### src/pkg/core_ctrl_pkg.sv
// Constants and types for the core control block: flag, address counter, stack.
// Assumes one clock domain and an APB master on the same clock.
package core_ctrl_pkg;

  // ----------------------------------------------------------------------
  // Core widths and reset values
  // ----------------------------------------------------------------------
  localparam int unsigned PC_W        = 14;
  localparam int unsigned SP_W        = 10;
  localparam int unsigned SP_LOW_W    = 6;
  localparam int unsigned STACK_DEPTH = 16;
  localparam int unsigned FRAME_W     = 16;

  localparam logic [3:0]          SP_FIXED_HI = 4'b1111;
  localparam logic [SP_LOW_W-1:0] SP_LOW_TOP  = 6'h3F;
  localparam logic [SP_LOW_W-1:0] SP_STEP     = 6'h04;
  localparam logic [SP_LOW_W-1:0] SP_LOW_LAST = 6'h03;
  localparam logic [PC_W-1:0]     PC_RESET    = 14'h0000;
  localparam logic [PC_W-1:0]     PC_ONE      = 14'h0001;
  localparam logic                FLAG_RESET  = 1'b1;

  // ----------------------------------------------------------------------
  // Register byte addresses
  // ----------------------------------------------------------------------
  localparam int unsigned ADDR_W = 12;
  localparam logic [ADDR_W-1:0] ADDR_CMD         = 12'h000;
  localparam logic [ADDR_W-1:0] ADDR_STATUS      = 12'h004;
  localparam logic [ADDR_W-1:0] ADDR_INT_STATUS  = 12'h008;
  localparam logic [ADDR_W-1:0] ADDR_INT_MASK    = 12'h00C;
  localparam logic [ADDR_W-1:0] ADDR_INT_CTRL    = 12'h010;
  localparam logic [ADDR_W-1:0] ADDR_PORT_LATCH  = 12'h014;
  localparam logic [ADDR_W-1:0] ADDR_DPORT_DIR   = 12'h018;
  localparam logic [ADDR_W-1:0] ADDR_RPORT_DIR   = 12'h01C;
  localparam logic [ADDR_W-1:0] ADDR_PORT_MODE   = 12'h020;
  localparam logic [ADDR_W-1:0] ADDR_TIMER_MODE  = 12'h024;
  localparam logic [ADDR_W-1:0] ADDR_PRESCALE    = 12'h028;
  localparam logic [ADDR_W-1:0] ADDR_TIMER_COUNT = 12'h02C;

  // ----------------------------------------------------------------------
  // Command word fields
  // ----------------------------------------------------------------------
  localparam int unsigned CMD_OP_LSB     = 0;
  localparam int unsigned CMD_TARGET_LSB = 4;
  localparam int unsigned CMD_RESULT_BIT = 18;
  localparam int unsigned CMD_CARRY_BIT  = 19;

  // ----------------------------------------------------------------------
  // Event bits (int status and mask share this layout)
  // ----------------------------------------------------------------------
  localparam int unsigned EV_W         = 7;
  localparam int unsigned EV_BRANCH    = 0;
  localparam int unsigned EV_CALL      = 1;
  localparam int unsigned EV_INT       = 2;
  localparam int unsigned EV_RETURN    = 3;
  localparam int unsigned EV_SP_REINIT = 4;
  localparam int unsigned EV_OVERFLOW  = 5;
  localparam int unsigned EV_UNDERFLOW = 6;
  localparam logic [EV_W-1:0] EV_RESET = 7'h00;

  // Interrupt control: enable bit 0, request bit 1, mask bit 2
  localparam int unsigned     INTC_W     = 3;
  localparam logic [INTC_W-1:0] INTC_RESET = 3'b100;

  // ----------------------------------------------------------------------
  // Peripheral register reset values
  // ----------------------------------------------------------------------
  localparam logic [1:0]  PORT_MODE_A_RESET  = 2'h0;
  localparam logic [3:0]  PORT_MODE_B_RESET  = 4'h0;
  localparam logic [2:0]  PORT_MODE_C_RESET  = 3'h0;
  localparam logic [3:0]  EDGE_SEL_RESET     = 4'h0;
  localparam logic [3:0]  TIMER_MODE_RESET   = 4'h0;
  localparam logic [3:0]  SERIAL_A_RESET     = 4'h0;
  localparam logic        SERIAL_B_RESET     = 1'b0;
  localparam logic [11:0] SYS_PRESCALE_RESET = 12'h000;
  localparam logic [7:0]  WATCH_PRESCALE_RESET = 8'h00;
  localparam logic [7:0]  TIMER_COUNT_RESET  = 8'h00;

  // ----------------------------------------------------------------------
  // Types
  // ----------------------------------------------------------------------
  typedef enum logic [3:0] {
    OP_STEP, OP_ALU, OP_BRANCH, OP_LONG_BRANCH, OP_CALL,
    OP_INT, OP_RTN, OP_RET_INT, OP_SP_REINIT
  } op_t;

  typedef struct packed {
    logic [PC_W-1:0] pc;
    logic            flag;
    logic            carry;
  } stack_frame_t;

endpackage : core_ctrl_pkg

### src/logic/core_ctrl.sv
// Core control state: branch condition flag, address counter, stack pointer,
// sixteen-level stack and reset values of port, timer and serial registers.
// Assumes an APB master on CLK; instructions are issued as command writes.
// Reset is synchronous; every output comes straight from a flip-flop.
//
// Added by the designer: the register offsets and register access over APB.
`timescale 1ns/1ps

module core_ctrl
  import core_ctrl_pkg::*;
#(
  parameter int unsigned DPORT_W = 12,
  parameter int unsigned RPORT_W = 32,
  parameter int unsigned LATCH_W = 32
) (
  // Clock and reset
  input  wire logic              CLK,
  input  wire logic              RESET,
  // APB slave
  input  wire logic              PSEL,
  input  wire logic              PENABLE,
  input  wire logic              PWRITE,
  input  wire logic [ADDR_W-1:0] PADDR,
  input  wire logic [31:0]       PWDATA,
  output logic                   PREADY,
  output logic                   PSLVERR,
  output logic [31:0]            PRDATA,
  // Interrupt
  output logic                   IRQ,
  // Core state view
  output logic [PC_W-1:0]        INSTR_ADDR,
  output logic [SP_W-1:0]        STACK_PTR,
  output logic                   BRANCH_FLAG,
  output logic                   GLOBAL_INT_ENABLE,
  output logic                   INT_MASK_BIT
);

  // ----------------------------------------------------------------------
  // State
  // ----------------------------------------------------------------------
  typedef struct packed {
    logic                                  pready;
    logic                                  pslverr;
    logic [31:0]                           prdata;
    logic                                  irq;
    logic [PC_W-1:0]                       instr_address_counter;
    logic [SP_LOW_W-1:0]                   sp_low;
    logic                                  branch_condition_flag;
    logic                                  carry;
    stack_frame_t [STACK_DEPTH-1:0]        stack;
    logic [EV_W-1:0]                       int_status;
    logic [EV_W-1:0]                       int_mask;
    logic [INTC_W-1:0]                     int_ctrl;
    logic [LATCH_W-1:0]                    port_output_latch;
    logic [DPORT_W-1:0]                    dport_dir_ctrl;
    logic [RPORT_W-1:0]                    rport_dir_ctrl;
    logic [1:0]                            port_mode_a;
    logic [3:0]                            port_mode_b;
    logic [2:0]                            port_mode_c;
    logic [3:0]                            edge_select_1;
    logic [3:0]                            edge_select_2;
    logic [3:0]                            timer_a_mode;
    logic [3:0]                            timer_b_mode_1;
    logic [3:0]                            serial_mode_a;
    logic                                  serial_mode_b;
    logic [11:0]                           system_prescaler;
    logic [7:0]                            watch_prescaler;
    logic [3:0][7:0]                       timer_count;
  } state_t;

  state_t state_reg;
  state_t state_next;

  // ----------------------------------------------------------------------
  // Helpers
  // ----------------------------------------------------------------------
  function automatic logic [31:0] zext_word(input logic [31:0] v);
    zext_word = v;
  endfunction : zext_word

  // Full 10-bit pointer from the stored low bits
  function automatic logic [SP_W-1:0] full_sp(input logic [SP_LOW_W-1:0] lo);
    full_sp = {SP_FIXED_HI, lo};
  endfunction : full_sp

  // Frame index of a pointer value
  function automatic logic [3:0] frame_idx(input logic [SP_LOW_W-1:0] lo);
    frame_idx = lo[SP_LOW_W-1:2];
  endfunction : frame_idx

  // Frame saved by a call or interrupt entry
  function automatic stack_frame_t make_frame(input logic [PC_W-1:0] ret_addr,
                                              input logic            flag_in,
                                              input logic            carry_in);
    make_frame.pc    = ret_addr;
    make_frame.flag  = flag_in;
    make_frame.carry = carry_in;
  endfunction : make_frame

  // Pointer low bits after a push and after a pop
  function automatic logic [SP_LOW_W-1:0] sp_after_push(input logic [SP_LOW_W-1:0] lo);
    sp_after_push = lo - SP_STEP;
  endfunction : sp_after_push

  function automatic logic [SP_LOW_W-1:0] sp_after_pop(input logic [SP_LOW_W-1:0] lo);
    sp_after_pop = lo + SP_STEP;
  endfunction : sp_after_pop

  // Push from the deepest level, pop from level zero
  function automatic logic push_overflows(input logic [SP_LOW_W-1:0] lo);
    push_overflows = (lo == SP_LOW_LAST);
  endfunction : push_overflows

  function automatic logic pop_underflows(input logic [SP_LOW_W-1:0] lo);
    pop_underflows = (lo == SP_LOW_TOP);
  endfunction : pop_underflows

  // Address of the following instruction
  function automatic logic [PC_W-1:0] next_instr(input logic [PC_W-1:0] addr);
    next_instr = addr + PC_ONE;
  endfunction : next_instr

  // ----------------------------------------------------------------------
  // Next state
  // ----------------------------------------------------------------------
  logic                access;
  logic                done_wr;
  logic [EV_W-1:0]     ev;
  logic [EV_W-1:0]     clr;
  logic [PC_W-1:0]     target;
  logic [PC_W-1:0]     pc_inc;
  logic [SP_LOW_W-1:0] sp_push;
  logic [SP_LOW_W-1:0] sp_pop;
  stack_frame_t        popped;
  op_t                 op;

  always_comb begin
    state_next = state_reg;
    access     = PSEL & PENABLE;
    done_wr    = access & state_reg.pready & PWRITE;
    ev         = '0;
    clr        = '0;
    target     = PWDATA[CMD_TARGET_LSB +: PC_W];
    pc_inc     = next_instr(state_reg.instr_address_counter);
    sp_push    = sp_after_push(state_reg.sp_low);
    sp_pop     = sp_after_pop(state_reg.sp_low);
    popped     = state_reg.stack[frame_idx(sp_pop)];
    op         = op_t'(PWDATA[CMD_OP_LSB +: 4]);

    // Answer one cycle into the access phase
    state_next.pready = access & ~state_reg.pready;

    // --------------------------------------------------------------------
    // Read data and error, prepared for the answering cycle
    // --------------------------------------------------------------------
    if (access && !state_reg.pready) begin
      state_next.pslverr = 1'b0;
      state_next.prdata  = '0;
      if (PADDR == ADDR_CMD) begin
        state_next.prdata = '0;
      end else if (PADDR == ADDR_STATUS) begin
        state_next.prdata = zext_word({4'h0, state_reg.carry, state_reg.branch_condition_flag,
                                       full_sp(state_reg.sp_low),
                                       2'b00, state_reg.instr_address_counter});
      end else if (PADDR == ADDR_INT_STATUS) begin
        state_next.prdata[EV_W-1:0] = state_reg.int_status;
      end else if (PADDR == ADDR_INT_MASK) begin
        state_next.prdata[EV_W-1:0] = state_reg.int_mask;
      end else if (PADDR == ADDR_INT_CTRL) begin
        state_next.prdata[INTC_W-1:0] = state_reg.int_ctrl;
      end else if (PADDR == ADDR_PORT_LATCH) begin
        state_next.prdata[LATCH_W-1:0] = state_reg.port_output_latch;
      end else if (PADDR == ADDR_DPORT_DIR) begin
        state_next.prdata[DPORT_W-1:0] = state_reg.dport_dir_ctrl;
      end else if (PADDR == ADDR_RPORT_DIR) begin
        state_next.prdata[RPORT_W-1:0] = state_reg.rport_dir_ctrl;
      end else if (PADDR == ADDR_PORT_MODE) begin
        // Bit 10 is not kept here and reads zero; port mode C bit 2 reads at bit 11
        state_next.prdata[19:0] = {state_reg.edge_select_2, state_reg.edge_select_1,
                                   state_reg.port_mode_c[2], 1'b0,
                                   state_reg.port_mode_c[1:0],
                                   state_reg.port_mode_b, 2'b00, state_reg.port_mode_a};
      end else if (PADDR == ADDR_TIMER_MODE) begin
        state_next.prdata[12:0] = {state_reg.serial_mode_b, state_reg.serial_mode_a,
                                   state_reg.timer_b_mode_1, state_reg.timer_a_mode};
      end else if (PADDR == ADDR_PRESCALE) begin
        state_next.prdata[19:0] = {state_reg.watch_prescaler, state_reg.system_prescaler};
      end else if (PADDR == ADDR_TIMER_COUNT) begin
        state_next.prdata = state_reg.timer_count;
      end else begin
        state_next.pslverr = 1'b1;
      end
    end

    // --------------------------------------------------------------------
    // Writes and command execution, at the completing edge
    // --------------------------------------------------------------------
    if (done_wr) begin
      if (PADDR == ADDR_CMD) begin
        case (op)
          OP_STEP: begin
            state_next.instr_address_counter = pc_inc;
          end
          OP_ALU: begin
            state_next.branch_condition_flag = PWDATA[CMD_RESULT_BIT];
            state_next.carry                 = PWDATA[CMD_CARRY_BIT];
            state_next.instr_address_counter = pc_inc;
          end
          OP_BRANCH, OP_LONG_BRANCH: begin
            if (state_reg.branch_condition_flag) begin
              state_next.instr_address_counter = target;
              ev[EV_BRANCH] = 1'b1;
            end else begin
              state_next.instr_address_counter = pc_inc;
            end
            state_next.branch_condition_flag = 1'b1;
          end
          OP_CALL: begin
            if (state_reg.branch_condition_flag) begin
              // Saved flag is the value before it is forced
              state_next.stack[frame_idx(state_reg.sp_low)] =
                make_frame(pc_inc, state_reg.branch_condition_flag,
                           state_reg.carry);
              state_next.sp_low = sp_push;
              state_next.instr_address_counter = target;
              ev[EV_CALL]     = 1'b1;
              ev[EV_OVERFLOW] = push_overflows(state_reg.sp_low);
            end else begin
              state_next.instr_address_counter = pc_inc;
            end
            state_next.branch_condition_flag = 1'b1;
          end
          OP_INT: begin
            // Flag is pushed and left as it is
            state_next.stack[frame_idx(state_reg.sp_low)] =
              make_frame(state_reg.instr_address_counter,
                         state_reg.branch_condition_flag, state_reg.carry);
            state_next.sp_low = sp_push;
            state_next.instr_address_counter = target;
            ev[EV_INT]      = 1'b1;
            ev[EV_OVERFLOW] = push_overflows(state_reg.sp_low);
          end
          OP_RTN: begin
            state_next.instr_address_counter = popped.pc;
            state_next.sp_low = sp_pop;
            ev[EV_RETURN]    = 1'b1;
            ev[EV_UNDERFLOW] = pop_underflows(state_reg.sp_low);
          end
          OP_RET_INT: begin
            state_next.instr_address_counter = popped.pc;
            state_next.branch_condition_flag = popped.flag;
            state_next.carry                 = popped.carry;
            state_next.sp_low = sp_pop;
            ev[EV_RETURN]    = 1'b1;
            ev[EV_UNDERFLOW] = pop_underflows(state_reg.sp_low);
          end
          OP_SP_REINIT: begin
            state_next.sp_low = SP_LOW_TOP;
            state_next.instr_address_counter = pc_inc;
            ev[EV_SP_REINIT] = 1'b1;
          end
          default: begin
            state_next.instr_address_counter = state_reg.instr_address_counter;
          end
        endcase
      end else if (PADDR == ADDR_INT_STATUS) begin
        clr = PWDATA[EV_W-1:0];
      end else if (PADDR == ADDR_INT_MASK) begin
        state_next.int_mask = PWDATA[EV_W-1:0];
      end else if (PADDR == ADDR_INT_CTRL) begin
        state_next.int_ctrl = PWDATA[INTC_W-1:0];
      end else if (PADDR == ADDR_PORT_LATCH) begin
        state_next.port_output_latch = PWDATA[LATCH_W-1:0];
      end else if (PADDR == ADDR_DPORT_DIR) begin
        state_next.dport_dir_ctrl = PWDATA[DPORT_W-1:0];
      end else if (PADDR == ADDR_RPORT_DIR) begin
        state_next.rport_dir_ctrl = PWDATA[RPORT_W-1:0];
      end else if (PADDR == ADDR_PORT_MODE) begin
        state_next.port_mode_a   = PWDATA[1:0];
        state_next.port_mode_b   = PWDATA[7:4];
        state_next.port_mode_c   = {PWDATA[11], PWDATA[9:8]};
        state_next.edge_select_1 = PWDATA[15:12];
        state_next.edge_select_2 = PWDATA[19:16];
      end else if (PADDR == ADDR_TIMER_MODE) begin
        state_next.timer_a_mode   = PWDATA[3:0];
        state_next.timer_b_mode_1 = PWDATA[7:4];
        state_next.serial_mode_a  = PWDATA[11:8];
        state_next.serial_mode_b  = PWDATA[12];
      end else if (PADDR == ADDR_PRESCALE) begin
        state_next.system_prescaler = PWDATA[11:0];
        state_next.watch_prescaler  = PWDATA[19:12];
      end else if (PADDR == ADDR_TIMER_COUNT) begin
        state_next.timer_count = PWDATA;
      end
    end

    // --------------------------------------------------------------------
    // Sticky events: a new event wins over a clear in the same cycle
    // --------------------------------------------------------------------
    state_next.int_status = (state_reg.int_status & ~clr) | ev;
    // IRQ shows at the same edge as the event's status bit
    state_next.irq        = |(state_next.int_status & state_next.int_mask);

    // --------------------------------------------------------------------
    // Reset values
    // --------------------------------------------------------------------
    if (RESET) begin
      // Clear all, then load reset values, zero ones included; int_mask, carry, stack and APB outputs stay cleared
      state_next                       = '0;
      state_next.instr_address_counter = PC_RESET;
      state_next.branch_condition_flag = FLAG_RESET;
      state_next.sp_low                = SP_LOW_TOP;
      state_next.int_status            = EV_RESET;
      state_next.int_ctrl              = INTC_RESET;
      state_next.port_output_latch     = '1;
      state_next.dport_dir_ctrl        = '0;
      state_next.rport_dir_ctrl        = '0;
      state_next.port_mode_a           = PORT_MODE_A_RESET;
      state_next.port_mode_b           = PORT_MODE_B_RESET;
      state_next.port_mode_c           = PORT_MODE_C_RESET;
      state_next.edge_select_1         = EDGE_SEL_RESET;
      state_next.edge_select_2         = EDGE_SEL_RESET;
      state_next.timer_a_mode          = TIMER_MODE_RESET;
      state_next.timer_b_mode_1        = TIMER_MODE_RESET;
      state_next.serial_mode_a         = SERIAL_A_RESET;
      state_next.serial_mode_b         = SERIAL_B_RESET;
      state_next.system_prescaler      = SYS_PRESCALE_RESET;
      state_next.watch_prescaler       = WATCH_PRESCALE_RESET;
      state_next.timer_count           = {4{TIMER_COUNT_RESET}};
    end
  end

  // ----------------------------------------------------------------------
  // Registers
  // ----------------------------------------------------------------------
  always_ff @(posedge CLK) begin
    state_reg <= state_next;
  end

  // ----------------------------------------------------------------------
  // Outputs, all straight from flip-flops
  // ----------------------------------------------------------------------
  assign PREADY            = state_reg.pready;
  assign PSLVERR           = state_reg.pslverr;
  assign PRDATA            = state_reg.prdata;
  assign IRQ               = state_reg.irq;
  assign INSTR_ADDR        = state_reg.instr_address_counter;
  assign STACK_PTR         = full_sp(state_reg.sp_low);
  assign BRANCH_FLAG       = state_reg.branch_condition_flag;
  assign GLOBAL_INT_ENABLE = state_reg.int_ctrl[0];
  assign INT_MASK_BIT      = state_reg.int_ctrl[2];

endmodule : core_ctrl

### config.mk
export PLATFORM = sky130hd
export DESIGN_NAME = core_ctrl
export DESIGN_NICKNAME = d
export VERILOG_FILES = /design/src/pkg/core_ctrl_pkg.sv /design/src/logic/core_ctrl.sv
export SDC_FILE = /design/constraint.sdc
export NUM_CORES = 1
export LEC_CHECK = 0
export BUFFER_PORTS_ARGS = -buffer_cell sky130_fd_sc_hd__buf_2
export CAP_MARGIN = 15
export CORE_ASPECT_RATIO = 1.2
export CORE_MARGIN = 2
export CORE_UTILIZATION = 50
export CTS_CLUSTER_SIZE = 40
export DETAILED_ROUTE_END_ITERATION = 10
export PLACE_DENSITY = 0.66
export SYNTH_ARGS = -nofsm -noshare
export SYNTH_HDL_FRONTEND = slang
export SYNTH_SLANG_ARGS = --single-unit
### constraint.sdc
create_clock -name CLK -period 3.7 [get_ports CLK]
set_input_delay 0.74 -clock CLK [delete_from_list [all_inputs] [get_ports CLK]]
set_output_delay 0.74 -clock CLK [all_outputs]
set_load 0.1 [all_outputs]
==> reports/qor.tcl <==
set qor(wl_um) 76500
set qor(critical_path_required_ns) 4.21
set qor(worst-path-max-fanout) 30
set qor(drv_cap) 0
set qor(worst_hold_path.num_cells) 3
set qor(fp.coreArea_um2) 44990
set qor(timing_worst_slew_pin_value_ns) 0.9751
set qor(totalPowerFinal_w) 0.01086
set qor(drive_gt1_share_pct) 15.32
set qor(synth_seq_area_share_pct) 42.77
set qor(antenna_violations_before_repair) 2
set qor(grt_pass1_wl_um) 116500
set qor(post_synth_top_flop) {dfxtp_1}
set qor(status) {completed}
set qor(syn_inst) 2803
set qor(floorplan.die.width_um) 198.9
set qor(ff2ff_path_depth) 9
set qor(power-per-cell-area_nw_per_um2) 428.5
set qor(sequential_cell_area_um2) 9753
set qor(first_global_vias) 19751
set qor(detail_route.drc_violations) 0
set qor(hold_buffers) 0
set qor(ys_async_sr_fraction_pct) 0
set qor(fmaxAchievable_mhz) 303.5
set qor(drt_pre_antenna_iters) 6
set qor(synth_top_area_share_pct) 42.77
set qor(synthTopCellsByArea) {dfxtp_1 43%, nand2_1 13%, a21oi_1 8.6%}
set qor(ctsLongestPathBuffers) 3
set qor(clk-insertion-delay-late_ns) 0.61
set qor(clkTransAtPathRegs_ns) 0.06
set qor(synth_area_um2) 22800
set qor(synth_top_cells_by_count) {799 x nand2_1, 487 x dfxtp_1, 391 x a21oi_1}
set qor(post-dp-hpwl_um) 50630
set qor(post_synth_edffs) 0
set qor(grt_setup_unrepaired) {no}
set qor(port_buffers) 106
set qor(max-vdd-ir-drop_v) 0.0004490
set qor(htree_levels) 2
set qor(critPathArrivalTime_ns) 3.80
set qor(power_leakage_nw) 8.953
set qor(clockRootBuffer) {clkbuf_16}
set qor(design.die.area_um2) 47320
set qor(yosys_reg_bits) 487
set qor(cts.repair_timing.setup_buffer_count) 0
set qor(gr-total-overflow) 0
set qor(yosys_warnings) 0
set qor(period_minus_slack_ns) 3.295
set qor(cts.sinks) 487
set qor(via_count) 20554
set qor(synth.lib_cells_used.distinct) 78
set qor(multi_input_gate_area_um2) 11590
set qor(largest_register_ff_count) 398
set qor(synth_most_common_cell) {nand2_1}
set qor(detail_route.wl_per_cell_um) 22.31
set qor(worstHoldPathType) {in -> reg}
set qor(initialDrtViolationCount) 1901
set qor(grt_max_degree) 167
set qor(startpoint_type) {flop}
set qor(drt-vias-per-instance) 5.994
set qor(yosysTopAreaCell) {dfxtp_1}
set qor(tritoncts_clock_tree) {yes}
set qor(syn_avg_cell_area_um2) 8.133
set qor(io_pins) 111
set qor(initial_core_util_pct) 50.67
set qor(place.gp.congestion) 0.9586
set qor(flow.area_growth_from_synthesis_pct) 11.13
set qor(final_max_slew_viol_count) 0
set qor(max_slew_margin_pct) 34.99
set qor(post_cts.resized_instances) 0
set qor(critical_path_class) {reg -> reg}
set qor(numCtsBuffers) 51
set qor(finalNetCount) 2838
set qor(endpoint_kind) {flop}
set qor(final_antenna_net_count) 0
set qor(fp.dieH_um) 237.9
set qor(final_hold_viol_count) 0
set qor(setup_tns_final_ns) 0
set qor(worst_clock_skew_ns) 0.01834
set qor(fillCellCount) 4125
set qor(row_count) 85
set qor(track_usage_pct) 32.10
set qor(period_share_pct) 89.06
set qor(final-setup-viol-count) 0
routing by layer:
metal  GRT usage, %  wire length (um)  up-vias  part of all wire, %
met1          39.31             29350     9931                   38
li1               -                 -     9534                    -
met2          53.63             37100      866                   48
met4          18.82              4459        2                  5.8
met3          4.693              5574      221                  7.3
met5              0                 9        -                0.012
stage by stage:
| stage | instances | worst slack, ns | utilization, % | instance area, um2 | hold WS [ns] |
|---|---|---|---|---|---|
| 2_1_floorplan | 2806 | 0.005652 | - | 22810 | 0.4287 |
| 3_3_place_gp | 3339 | 0.2201 | 52.60 | 23660 | 0.4339 |
| 3_5_place_dp | 3339 | 0.2698 | 52.60 | 23660 | 0.4411 |
| 4_1_cts | 3428 | 0.3873 | 56.31 | 25330 | 0.3717 |
| 5_1_grt | 3428 | 0.2702 | 56.31 | 25330 | 0.4039 |
| 6_report | 3429 | 0.4048 | 56.31 | 25330 | 0.3874 |
kinds of logic (layout without fill, tap and decap cells):
kind of cell / count (synthesis) / in the layout / synth area share (%)
AO/OA/AOI/OAI: 639 / 639 / 16.31
XOR/XNOR: 27 / 27 / 1.037
adder cells (fa/ha/maj): 6 / 6 / 0.3293
buffers and inverters: 318 / 331 / 6.691
flip-flops: 487 / 487 / 42.77
multiplexers: 129 / 129 / 9.468
other: 1 / 5 / 0.01645
AND/OR/NAND/NOR: 1196 / 1196 / 23.38
critical path, stage by stage, from the launching register on:
cell	delay, ns
dfxtp_1	0.53
inv_1	0.21
ha_4	0.67
buf_4	0.38
mux4_2	0.25
and2_1	0.15
a211oi_1	0.05
a211oi_1	0.50
o21ai_0	0.19
a221oi_1	0.27
layout make-up:
type	instances	area share (%)
Inverter	21	0.3112
Tap cell	609	3.008
Clock buffer	70	5.966
Clock inverter	19	0.6174
Multi-Input combinational cell	2001	45.75
Timing Repair Buffer	221	5.838
Sequential cell	487	38.50
Antenna cell	1	0.009878
path summary, 6_finish.rpt:
check                  from  slack (ns)             end
max            STACK_PTR[3]        0.40  INSTR_ADDR[11]
min              PWDATA[21]        0.39  state_reg[147]
max reg2reg    STACK_PTR[3]        0.40  INSTR_ADDR[11]
min reg2reg  state_reg[423]        0.45  state_reg[423]
report_power, final:
group,internal [W],switching (W)
clock network,0.00298,0.00216
logic,0.000102,0.000361
registers,0.00525,0.00000352
placed cells by master (no fill, tap or decap), drive strengths merged, types with 12 or more instances in the layout:
cell / count
and3: 12
xnor2: 12
nor2: 130
o21a: 12
o21ai: 83
mux2: 13
clkinv: 14
nand3b: 32
and2: 24
nand2: 799
nand3: 82
nor4: 18
mux4: 68
inv: 22
nand2b: 17
a21oi: 391
a211oi: 25
nor3: 33
nand4: 13
clkbuf: 70
dfxtp: 487
xor2: 15
buf: 221
a222oi: 18
mux2i: 48
a22oi: 16
Note: power is estimated with default switching activity, not from simulation.
